**config.mk**
```make
export PLATFORM = sky130hd
export DESIGN_NAME = ufci_top
export DESIGN_NICKNAME = d
export VERILOG_FILES = /design/src/core/ufci_pkg.sv /design/src/core/ufci_level_sel.sv /design/src/core/ufci_top.sv
export VERILOG_INCLUDE_DIRS = /design/src /design/src/core
export SDC_FILE = /design/constraint.sdc
export NUM_CORES = 1
export LEC_CHECK = 0
export BUFFER_PORTS_ARGS = -buffer_cell sky130_fd_sc_hd__buf_2
export CELL_PAD_IN_SITES_DETAIL_PLACEMENT = 0
export CELL_PAD_IN_SITES_GLOBAL_PLACEMENT = 1
export CORE_ASPECT_RATIO = 1.75
export CORE_MARGIN = 4
export CORE_UTILIZATION = 38
export CTS_CLUSTER_SIZE = 20
export DETAILED_ROUTE_END_ITERATION = 7
export PLACE_DENSITY_LB_ADDON = 0.08
export REMOVE_ABC_BUFFERS = 1
export SKIP_LAST_GASP = 1
export SLEW_MARGIN = 0
export SYNTH_ARGS = -nofsm -noshare
export SYNTH_HDL_FRONTEND = slang
export SYNTH_SLANG_ARGS = --single-unit
```
**constraint.sdc**
```tcl
create_clock -name pclk -period 1.8 [get_ports pclk]
set_input_delay 0.54 -clock pclk [delete_from_list [all_inputs] [get_ports pclk]]
set_output_delay 0.54 -clock pclk [all_outputs]
set_load 0.01 [all_outputs]
```
**src/core/ufci_consts.svh**
```systemverilog
// offsets, field positions, reset values and trigger tables of the uart fifo/interrupt block
`ifndef UFCI_CONSTS_SVH
`define UFCI_CONSTS_SVH

// ------------------------------------------------------------
// register byte offsets
// ------------------------------------------------------------
`define UFCI_OFS_FCTL   8'h00
`define UFCI_OFS_ISTAT  8'h04
`define UFCI_OFS_IEN    8'h08
`define UFCI_OFS_RXLVL  8'h0C
`define UFCI_OFS_TXLVL  8'h10
`define UFCI_OFS_FLOLO  8'h14
`define UFCI_OFS_FLOHI  8'h18
`define UFCI_OFS_EFEAT  8'h1C

// ------------------------------------------------------------
// field positions
// ------------------------------------------------------------
`define UFCI_FC_EN      0
`define UFCI_FC_RXCLR   1
`define UFCI_FC_TXCLR   2
`define UFCI_EF_ENH     4
`define UFCI_IE_RX      0
`define UFCI_IE_TXE     1
`define UFCI_IE_LINE    2
`define UFCI_IE_MODEM   3
`define UFCI_IE_XOFF    5

// ------------------------------------------------------------
// reset values and status codes
// ------------------------------------------------------------
`define UFCI_RST_REG    8'h00
`define UFCI_RST_ISTAT  8'h01
`define UFCI_CODE_NONE  6'h01
`define UFCI_CODE_LINE  6'h06
`define UFCI_CODE_RX    6'h04
`define UFCI_CODE_RXTO  6'h0C
`define UFCI_CODE_TXE   6'h02
`define UFCI_CODE_MODEM 6'h00
`define UFCI_CODE_XOFF  6'h10
`define UFCI_CODE_CTS   6'h20

// ------------------------------------------------------------
// trigger tables in 32-byte mode
// ------------------------------------------------------------
`define UFCI_RX_L0      8'h08
`define UFCI_RX_L1      8'h10
`define UFCI_RX_L2      8'h18
`define UFCI_RX_L3      8'h1C
`define UFCI_TX_L0      8'h10
`define UFCI_TX_L1      8'h08
`define UFCI_TX_L2      8'h18
`define UFCI_TX_L3      8'h1E

`endif

```
**src/core/ufci_pkg.sv**
```systemverilog
// types of the uart fifo/interrupt block
`default_nettype none

package ufci_pkg;

   typedef enum logic [2:0] {
      LV_NONE, LV_LINE, LV_RX, LV_RXTO, LV_TXE, LV_MODEM, LV_XOFF, LV_CTS
   } ufci_lvl_t;

   typedef struct packed {
      logic [7:0]  fctl;
      logic [7:0]  ien;
      logic [7:0]  rxlvl;
      logic [7:0]  txlvl;
      logic [7:0]  flolo;
      logic [7:0]  flohi;
      logic [7:0]  efeat;
      ufci_lvl_t   cur;
      logic [7:0]  istat;
      logic        txe_int;
      logic        tx_prev;
      logic        xoff;
      logic        spec;
      logic        rx_rdy;
      logic        tx_rdy;
      logic        pending;
      logic [7:0]  rxtrig;
      logic [7:0]  txtrig;
      logic        ready;
      logic        slverr;
      logic [31:0] rdata;
   } ufci_state_t;

endpackage : ufci_pkg

`default_nettype wire

```
**src/core/ufci_level_sel.sv**
```systemverilog
// trigger level selector: 2-bit table code or level register
`default_nettype none

module ufci_level_sel
#(
   parameter logic [7:0] L0 = 8'h08,
   parameter logic [7:0] L1 = 8'h10,
   parameter logic [7:0] L2 = 8'h18,
   parameter logic [7:0] L3 = 8'h1C
)
(
   input  wire logic [1:0] code,     // table code from fifo_control
   input  wire logic       use_ext,  // level registers take over
   input  wire logic [7:0] ext,      // level register value
   output logic      [7:0] level     // chosen trigger level
);

   always_comb
   begin
      if (use_ext)
      begin
         level = ext;
      end
      else
      begin
         unique case (code)
            2'b00: level = L0;
            2'b01: level = L1;
            2'b10: level = L2;
            2'b11: level = L3;
         endcase
      end
   end

endmodule : ufci_level_sel

`default_nettype wire

```
**src/core/ufci_top.sv**
```systemverilog
// fifo control register and prioritised interrupt status behind an apb slave
//
// Chosen here: the placing of the registers and the APB slave port.
`include "ufci_consts.svh"
`default_nettype none

module ufci_top
   import ufci_pkg::*;
#(
   parameter int CNT_W = 8
)
(
   input  wire logic             pclk,            // bus clock
   input  wire logic             presetn,         // async reset, active low
   input  wire logic             psel,            // apb select
   input  wire logic             penable,         // apb access phase
   input  wire logic             pwrite,          // apb direction
   input  wire logic [7:0]       paddr,           // apb byte address
   input  wire logic [31:0]      pwdata,          // apb write data
   output logic      [31:0]      prdata,          // apb read data
   output logic                  pready,          // apb ready
   output logic                  pslverr,         // apb error
   input  wire logic [CNT_W-1:0] rx_count,        // chars in receive fifo
   input  wire logic [CNT_W-1:0] tx_count,        // chars in transmit fifo
   input  wire logic             rhr_full,        // receive holding reg has data
   input  wire logic             txh_empty,       // transmit holding reg empty
   input  wire logic             txh_write,       // pulse: char written to holding
   input  wire logic             line_err,        // line status condition
   input  wire logic             rx_timeout,      // receive data time-out
   input  wire logic             modem_change,    // modem status change
   input  wire logic             xoff_detect,     // pulse: xoff matched
   input  wire logic             xon_detect,      // pulse: xon matched
   input  wire logic             special_detect,  // pulse: special char matched
   input  wire logic             cts_rts_change,  // cts/rts change of state
   output logic                  fifo_enable,     // both fifos enabled
   output logic                  tx_flush,        // pulse: empty transmit fifo
   output logic                  rx_flush,        // pulse: empty receive fifo
   output logic      [7:0]       rx_trig_level,   // receive trigger in bytes
   output logic      [7:0]       tx_trig_level,   // transmit trigger in bytes
   output logic                  receive_ready,   // receive readiness
   output logic                  transmit_ready,  // transmit readiness
   output logic                  int_pending      // some interrupt reported
);

   // ------------------------------------------------------------
   // state and helpers
   // ------------------------------------------------------------
   ufci_state_t s_q;
   ufci_state_t s_d;
   logic [7:0]  rx_lvl;
   logic [7:0]  tx_lvl;
   logic        use_ext;
   logic        acc;
   logic        fin;
   logic        wr_fin;
   logic        rd_istat;
   logic        enh;
   logic        rx_cond;
   logic        tx_cond;
   logic [7:0]  pend;
   ufci_lvl_t   best;

   function automatic logic [5:0] lvl_code(input ufci_lvl_t l);
      unique case (l)
         LV_NONE:  lvl_code = `UFCI_CODE_NONE;
         LV_LINE:  lvl_code = `UFCI_CODE_LINE;
         LV_RX:    lvl_code = `UFCI_CODE_RX;
         LV_RXTO:  lvl_code = `UFCI_CODE_RXTO;
         LV_TXE:   lvl_code = `UFCI_CODE_TXE;
         LV_MODEM: lvl_code = `UFCI_CODE_MODEM;
         LV_XOFF:  lvl_code = `UFCI_CODE_XOFF;
         LV_CTS:   lvl_code = `UFCI_CODE_CTS;
      endcase
   endfunction : lvl_code

   // ------------------------------------------------------------
   // bus decode
   // ------------------------------------------------------------
   // one wait state: ready rises in the second access cycle
   assign acc      = psel && penable && !s_q.ready;
   assign fin      = psel && penable && s_q.ready;
   assign wr_fin   = fin && pwrite;
   assign rd_istat = fin && !pwrite && paddr == `UFCI_OFS_ISTAT;
   assign enh      = s_q.efeat[`UFCI_EF_ENH];

   // nonzero threshold registers hand triggers to the level registers
   assign use_ext = |{s_q.rxlvl, s_q.txlvl, s_q.flolo, s_q.flohi};

   ufci_level_sel #(
      .L0 (`UFCI_RX_L0),
      .L1 (`UFCI_RX_L1),
      .L2 (`UFCI_RX_L2),
      .L3 (`UFCI_RX_L3)
   ) u_rx_sel (
      .code    (s_q.fctl[7:6]),
      .use_ext (use_ext),
      .ext     (s_q.rxlvl),
      .level   (rx_lvl)
   );

   ufci_level_sel #(
      .L0 (`UFCI_TX_L0),
      .L1 (`UFCI_TX_L1),
      .L2 (`UFCI_TX_L2),
      .L3 (`UFCI_TX_L3)
   ) u_tx_sel (
      .code    (s_q.fctl[5:4]),
      .use_ext (use_ext),
      .ext     (s_q.txlvl),
      .level   (tx_lvl)
   );

   // ------------------------------------------------------------
   // readiness and pending sources
   // ------------------------------------------------------------
   always_comb
   begin
      if (s_q.fctl[`UFCI_FC_EN])
      begin
         rx_cond = 8'(rx_count) >= s_q.rxtrig;
         tx_cond = 8'(tx_count) < s_q.txtrig;
      end
      else
      begin
         rx_cond = rhr_full;
         tx_cond = txh_empty;
      end
      pend          = 8'h00;
      pend[LV_LINE]  = s_q.ien[`UFCI_IE_LINE] && line_err;
      pend[LV_RX]    = s_q.ien[`UFCI_IE_RX] && rx_cond;
      pend[LV_RXTO]  = s_q.ien[`UFCI_IE_RX] && rx_timeout;
      pend[LV_TXE]   = s_q.ien[`UFCI_IE_TXE] && s_q.txe_int;
      pend[LV_MODEM] = s_q.ien[`UFCI_IE_MODEM] && modem_change;
      // priorities 6 and 7 exist only in enhanced mode
      pend[LV_XOFF] = enh && s_q.ien[`UFCI_IE_XOFF] && (s_q.xoff || s_q.spec);
      pend[LV_CTS]  = enh && (|s_q.ien[7:6]) && cts_rts_change;
      best = LV_NONE;
      for (int i = 7; i >= 1; i--)
      begin
         if (pend[i])
         begin
            best = ufci_lvl_t'(i[2:0]);
         end
      end
   end

   // ------------------------------------------------------------
   // next state
   // ------------------------------------------------------------
   always_comb
   begin
      s_d = s_q;
      s_d.ready  = acc;
      s_d.rxtrig = rx_lvl;
      s_d.txtrig = tx_lvl;
      s_d.rx_rdy = rx_cond;
      s_d.tx_rdy = tx_cond;
      // flush bits live one cycle, so they read back as zero once done
      s_d.fctl[`UFCI_FC_TXCLR] = 1'b0;
      s_d.fctl[`UFCI_FC_RXCLR] = 1'b0;
      s_d.tx_prev = tx_cond;

      // reported level is held while its source stays pending
      if (s_q.cur == LV_NONE || !pend[s_q.cur])
      begin
         s_d.cur = best;
      end
      s_d.istat[7:6] = {2{s_q.fctl[`UFCI_FC_EN]}};
      s_d.istat[5:0] = lvl_code(s_q.cur);
      s_d.pending    = s_q.cur != LV_NONE;

      if (acc)
      begin
         s_d.slverr = 1'b0;
         s_d.rdata  = 32'h0000_0000;
         unique case (paddr)
            `UFCI_OFS_FCTL:  s_d.rdata[7:0] = s_q.fctl;
            `UFCI_OFS_ISTAT: s_d.rdata[7:0] = s_q.istat;
            `UFCI_OFS_IEN:   s_d.rdata[7:0] = s_q.ien;
            `UFCI_OFS_RXLVL: s_d.rdata[7:0] = s_q.rxlvl;
            `UFCI_OFS_TXLVL: s_d.rdata[7:0] = s_q.txlvl;
            `UFCI_OFS_FLOLO: s_d.rdata[7:0] = s_q.flolo;
            `UFCI_OFS_FLOHI: s_d.rdata[7:0] = s_q.flohi;
            `UFCI_OFS_EFEAT: s_d.rdata[7:0] = s_q.efeat;
            default:         s_d.slverr     = 1'b1;
         endcase
      end

      if (wr_fin)
      begin
         unique case (paddr)
            `UFCI_OFS_FCTL:
            begin
               s_d.fctl      = pwdata[7:0];
               s_d.fctl[3]   = 1'b0;
            end
            `UFCI_OFS_IEN:   s_d.ien   = pwdata[7:0];
            `UFCI_OFS_RXLVL: s_d.rxlvl = pwdata[7:0];
            `UFCI_OFS_TXLVL: s_d.txlvl = pwdata[7:0];
            `UFCI_OFS_FLOLO: s_d.flolo = pwdata[7:0];
            `UFCI_OFS_FLOHI: s_d.flohi = pwdata[7:0];
            `UFCI_OFS_EFEAT: s_d.efeat = pwdata[7:0];
            default:         s_d.efeat = s_q.efeat;
         endcase
      end

      // clears first, sets last: an event in the clearing cycle wins
      if (txh_write || (rd_istat && s_q.cur == LV_TXE))
      begin
         s_d.txe_int = 1'b0;
      end
      if (tx_cond && !s_q.tx_prev)
      begin
         s_d.txe_int = 1'b1;
      end
      if (rd_istat && s_q.cur == LV_XOFF)
      begin
         s_d.spec = 1'b0;
      end
      if (special_detect)
      begin
         s_d.spec = 1'b1;
      end
      if (xon_detect)
      begin
         s_d.xoff = 1'b0;
      end
      if (xoff_detect)
      begin
         s_d.xoff = 1'b1;
      end
   end

   // ------------------------------------------------------------
   // state register
   // ------------------------------------------------------------
   always_ff @(posedge pclk or negedge presetn)
   begin
      if (!presetn)
      begin
         s_q        <= '0;
         s_q.fctl   <= `UFCI_RST_REG;
         s_q.istat  <= `UFCI_RST_ISTAT;
         s_q.cur    <= LV_NONE;
         s_q.rxtrig <= `UFCI_RX_L0;
         s_q.txtrig <= `UFCI_TX_L0;
      end
      else
      begin
         s_q <= s_d;
      end
   end

   assign prdata         = s_q.rdata;
   assign pready         = s_q.ready;
   assign pslverr        = s_q.slverr;
   assign fifo_enable    = s_q.fctl[`UFCI_FC_EN];
   assign tx_flush       = s_q.fctl[`UFCI_FC_TXCLR];
   assign rx_flush       = s_q.fctl[`UFCI_FC_RXCLR];
   assign rx_trig_level  = s_q.rxtrig;
   assign tx_trig_level  = s_q.txtrig;
   assign receive_ready  = s_q.rx_rdy;
   assign transmit_ready = s_q.tx_rdy;
   assign int_pending    = s_q.pending;

   logic wr_fctl;
   assign wr_fctl = wr_fin && paddr == `UFCI_OFS_FCTL;
endmodule : ufci_top

`default_nettype wire

```
-- Yosys cells after proc, flatten, opt, wreduce, memory -nomap -nowiden
Memory sizes are Yosys's and may differ from the RTL's. A register that Yosys moved wholly into a read port is not among the register bits.
Cells that the tools add are included.
- output and inout port bits: 56
- ROM bits: 48
- register bits after elaboration: 97
- memories kept: 1
- input bits: 71
- multiplexer cells: 31
- reductions and logical operators: 44
- eq/ne operators: 15
- $lt $le $gt $ge: 3
- memory list (memory ; depth ; width ; read ports ; clocked after memory_dff ; wr ports ; RTL line ; text):
    (no name shown) ; 8 ; 6 ; 1 ; 1 ; 0 ; ufci_top.sv:64 ; unique case (l)
- operator list (cell ; count):
    2-to-1 mux 8 bit ; 8
    one-hot mux 8 bit (4 select lines) ; 2
    one-hot mux 8 bit (8 select lines) ; 1
    2-to-1 mux 51 bit ; 1
    equality test 8 x 5 -> 1 bit, second input constant ; 4
    OR reduction 32 bit ; 1
    2-to-1 mux 3 bit ; 8
    logical AND 1 bit ; 18
    equality test 8 x 4 -> 1 bit, second input constant ; 2
    AND reduction 2 bit ; 7
    2-to-1 mux 1 bit ; 10
    equality test 2 bit, second input constant ; 4
    equality test 8 x 3 -> 1 bit, second input constant ; 1
    >= comparator 8 bit ; 1
    zero test 8 bit ; 1
    < comparator 8 bit ; 1
    OR reduction 8 bit ; 1
    equality test 3 bit, second input constant ; 2
    nonzero test 2 bit ; 3
    zero test 1 bit ; 5
    equality test 2 x 1 -> 1 bit, second input constant ; 2
    zero test 2 bit ; 2
    < comparator 3 x 4 -> 1 bit, second input constant ; 1
    binary-select mux 1 bit (select 3 bit) ; 1
    4 further kinds ; 6

-- Logic depth before layout (Yosys ltp)
- depth in word-level cells: 10
- mapped depth: 7
- gate-level depth less buffers: 7

-- By module
From an unflattened synthesis, not the netlist that was laid out.
- cells, all modules: 459
- area total of the unflattened synthesis: 5131.2 um^2
- by module, submodules not included (module ; cells an instance ; instances ; area each (um^2)):
    ufci_top ; 428 ; 1 ; 4946.0
    ufci_level_sel at u_tx_sel ; 16 ; 1 ; 97.6
    ufci_level_sel at u_rx_sel ; 15 ; 1 ; 87.6

-- Least setup slack after synthesis
OpenSTA, ideal clock, no wires.
- path kind: in2reg
- start point: input port rx_count[6]
- end point: register s_q[66] (netlist name)
- stages on the path: 6
- path buffers: 0
- path slack: -0.288 ns
- arrival time: 1.963 ns
- required time: 1.675 ns
- cells stage by stage: ha_1 > a21o_1 > a2111oi_0 > o31a_2 > o21ai_1 > mux2_2
- cells in the longest elaborated chain, start to end: 7
- elaborated cells between the ends (all ways): 9
- those cells by class: 1 x order compare; 5 x mux; 3 x reduce/logical
- RTL lines (what ; RTL line ; text):
    from (decl) ; ufci_top.sv:23 ; input wire logic [CNT_W-1:0] rx_count,
    >= comparator 8 bit * ; ufci_top.sv:120 ; rx_cond = 8'(rx_count) >= s_q.rxtrig;
    2-to-1 mux 1 bit * ; ufci_top.sv:118 ; if (s_q.fctl[`UFCI_FC_EN])
    logical AND 1 bit * ; ufci_top.sv:130 ; pend[LV_RX] = s_q.ien[`UFCI_IE_RX] && rx_cond;
    binary-select mux 1 bit (select 3 bit) ; ufci_top.sv:164 ; if (s_q.cur == LV_NONE || !pend[s_q.cur])
    2-to-1 mux 1 bit (not written as such) ; ufci_top.sv:164 ;
    zero test 1 bit ; ufci_top.sv:164 ;
    logical OR 1 bit ; ufci_top.sv:164 ;
    to (decl) ; ufci_top.sv:48 ; ufci_state_t s_q;
Mark *: on every way between the ends. The rest lies on a longest branch, timed or not. The select of a mux whose other input is x is not followed.
A chain may end at the register's enable or synchronous reset.

-- Worst setup path after layout
- start point: register s_q, in the netlist rx_trig_level[6]
- end point: register s_q[66] (netlist name)
- cells in the longest elaborated chain, start to end: 7
- elaborated cells between the ends (all ways): 9
- those cells by class: 1 x order compare; 5 x mux; 3 x reduce/logical
- RTL lines (what ; RTL line):
    >= comparator 8 bit * ; ufci_top.sv:120
    2-to-1 mux 1 bit * ; ufci_top.sv:118
    logical AND 1 bit * ; ufci_top.sv:130
    binary-select mux 1 bit (select 3 bit) ; ufci_top.sv:164
    2-to-1 mux 1 bit (not written as such) ; ufci_top.sv:164
    zero test 1 bit ; ufci_top.sv:164
    logical OR 1 bit ; ufci_top.sv:164
Marks and branches as above.

==> impl_metrics.py <==
metrics = {
    "run_status": {
        "status": "finished with violations",
        "violations": "setup timing",
    },
    "power_and_ir_drop": {
        "powerDensity_nw_per_um2": 688,
        "vdd_drop_max_uv": 592,
        "leakage_nw": 3.16,
    },
    "route": {
        "route.detailed.drc": 0,
        "drt-pass1-iter-count": 4,
        "vias": 3832,
        "drtAntennaViolNets": 0,
        "drtIter0Drc": 289,
        "detail_route.wirelength_um": 15300,
        "avgViaCountPerCell": 5.14,
        "routedWlPerCell_um": 20.5,
    },
    "cells_and_area": {
        "areaGrowthSynthToFinish_pct": 26.0,
        "layout_commonest_cell": "dfrtp_1",
        "num_antenna_cells": 0,
        "nets": 656,
        "fin_cells": 746,
        "layout_common_cells": "dfrtp_1, buf_2, buf_4",
        "post-route-cell-area_um2": 6440,
        "utilization_pct": 49.3,
        "drive_gt1_share_pct": 46.3,
    },
    "worst_setup_path": {
        "startpoint_type": "flop",
        "required_ns": 2.02,
        "critPathArrivalTime_ns": 2.14,
        "r2r_slack_ns": -0.12,
        "cp_max_fo": 3,
        "worstSetupPathType": "flop to flop",
        "worst_setup_path_end_kind": "flop",
    },
    "grt": {
        "grt_pass1_vias": 4078,
        "grt_antenna_before_repair": 0,
        "grt_max_degree": 98,
        "grt.total_usage_pct": 20.7,
        "use_met2_pct": 36.5,
        "gr-total-overflow": 0,
        "grt_util_met3_pct": 3.59,
        "grt_pass1_wl_um": 23200,
        "globalRouteMet1Util_pct": 23.0,
        "grt_busiest_layer": "met2",
    },
    "synth": {
        "ys_seq_area_share_pct": 47.5,
        "synth_cell_types": 64,
        "ys_seq_elements": 97,
        "syn_avg_cell_area_um2": 11.3,
        "synth_edf_count": 0,
        "synthArstFlopShare_pct": 100,
        "syn-instance-count": 451,
        "synth_ff_type": "dfrtp_1",
        "yosysWarningCount": 0,
        "syn-cell-area_um2": 5110,
    },
    "cts": {
        "cts_tree": "yes",
        "clk_pin_slew_ns": 0.06,
        "htree_levels": 3,
        "cts-root-buf": "clkbuf_16",
        "clock_path_buffers": 2,
        "clkSinkCount": 97,
        "clk_latency_ns": 0.34,
        "cts_buffers": 9,
    },
    "timing": {
        "finClkSkew_ns": 0.00886,
        "fin_setup_tns_ns": -0.236,
        "finalMaxSlewViolations": 0,
        "grt_setup_unrepaired": "yes",
        "min_period_ns": 1.92,
        "whs_ns": 0.224,
        "maxSlewHeadroom_pct": 63.7,
        "fin_ws_ns": -0.119,
        "setup_violations": 5,
        "period_share_pct": 107,
        "max_freq_mhz": 521,
        "max_slew.worst_pin.slew_ns": 0.545,
        "finalHoldViolCount": 0,
    },
    "floorplan": {
        "ioPinCount": 127,
        "die_w_um": 95.7,
        "dieArea_um2": 15500,
        "coreArea_um2": 13100,
        "num_rows": 55,
        "start_util_pct": 39.1,
        "die_h_um": 161,
    },
    "placed_design": {
        "place.port_buffers": 78,
        "dp.cells": 725,
        "place.gp.congestion": 0.861,
        "dpl-instance-area_um2": 5970,
        "dp_hpwl_um": 12100,
    },
    "hold_path": {
        "hold_class": "primary input to async pin",
    },
    "run": {
        "maxCapViolations": 0,
    },
}
-- cell families (layout without fill, tap and decap cells) --
group | count (synthesis) | count (layout) | share of synthesized area [%]
flip-flops | 97 | 97 | 47.5
multiplexers | 63 | 63 | 14.5
XOR/XNOR | 1 | 1 | 0.171
buffers and inverters | 91 | 192 | 10.3
AND/OR/NAND/NOR | 105 | 105 | 12.1
AO/OA/AOI/OAI | 78 | 78 | 11.6
adder cells (fa/ha/maj) | 15 | 15 | 3.67
other | 1 | 24 | 0.0733
-- layer usage --
metal	vias up	wire (µm)
met5	-	0
met4	0	782
met3	30	675
met2	113	8240
met1	1892	5580
li1	1797	-
-- cells in the mapped netlist, types with 5 or more instances --
cell type | n | area [µm²]
a21oi_1 | 6 | 30.0
dfrtp_1 | 94 | 2350
inv_1 | 25 | 93.8
o21ai_0 | 10 | 50.1
mux2_2 | 58 | 653
ha_1 | 15 | 188
a21o_1 | 8 | 60.1
nand2_1 | 21 | 78.8
a22oi_1 | 5 | 37.5
nor4_1 | 8 | 50.1
nand3_1 | 14 | 70.1
nor2_1 | 17 | 63.8
buf_4 | 48 | 360
o211ai_1 | 9 | 67.6
clkbuf_1 | 14 | 52.6
nand2b_1 | 9 | 56.3
-- power breakdown --
group          internal [W]  switching [W]
clock network      0.000976       0.000819
registers           0.00220      0.0000161
logic              0.000174       0.000240
-- repair_timing --
action	4_1_cts	5_1_grt
hold buffers	0	0
gates resized for setup	9	24
pin swaps	5	14
buffers inserted	1	5
endpoints found under the setup margin	5	9
-- through the flow --
stage | power [W] | setup WS [ns]
after detailed placement | 0.00265 | -0.592
after global placement | 0.00264 | -0.458
after CTS | 0.00446 | -0.127
after global routing | 0.00462 | -0.166
final | 0.00443 | -0.119
after floorplan | 0.00238 | -0.288
-- sequential cells by signal (all words and copies together) (netlist names) --
signal          cells
enh                 1
fifo_enable         1
int_pending         1
prdata              8
pready              1
pslverr             1
receive_ready       1
rx_flush            1
rx_trig_level       8
s_q                64
transmit_ready      1
tx_flush            1
tx_trig_level       8
-- final timing paths --
| path | startpoint | cells after the start | endpoint |
|---|---|---|---|
| min | presetn | 2 | s_q[80]$_DFFE_PN0P_ |
| max | rx_trig_level[6]$_DFF_PN0_ | 7 | s_q[66]$_DFFE_PN0P_ |
| min reg2reg | s_q[107]$_DFFE_PN0P_ | 0 | rx_trig_level[7]$_DFF_PN0_ |
| max reg2reg | rx_trig_level[6]$_DFF_PN0_ | 7 | s_q[66]$_DFFE_PN0P_ |
| max in group asynchronous | presetn | 2 | s_q[57]$_DFF_PN1_ |
| min in group pclk | xoff_detect | 2 | s_q[54]$_DFFE_PN0P_ |
-- final cells by class --
cell class	count	area, µm²
clock buffers	12	246
clock inverters	4	28.8
fillers	1231	6630
inverters	25	93.8
multi-input cells	286	2380
flip-flops and latches	97	2430
well taps	171	214
repair buffers	151	1050
-- critical path: stages, from the launching register on --
cell and delay [ns]:
dfrtp_1 0.39, inv_2 0.07, ha_4 0.20, a21o_1 0.18, a2111oi_4 0.28, o31a_2 0.29
o21ai_4 0.08, mux2_4 0.31
(Power assumes the default switching activity.)
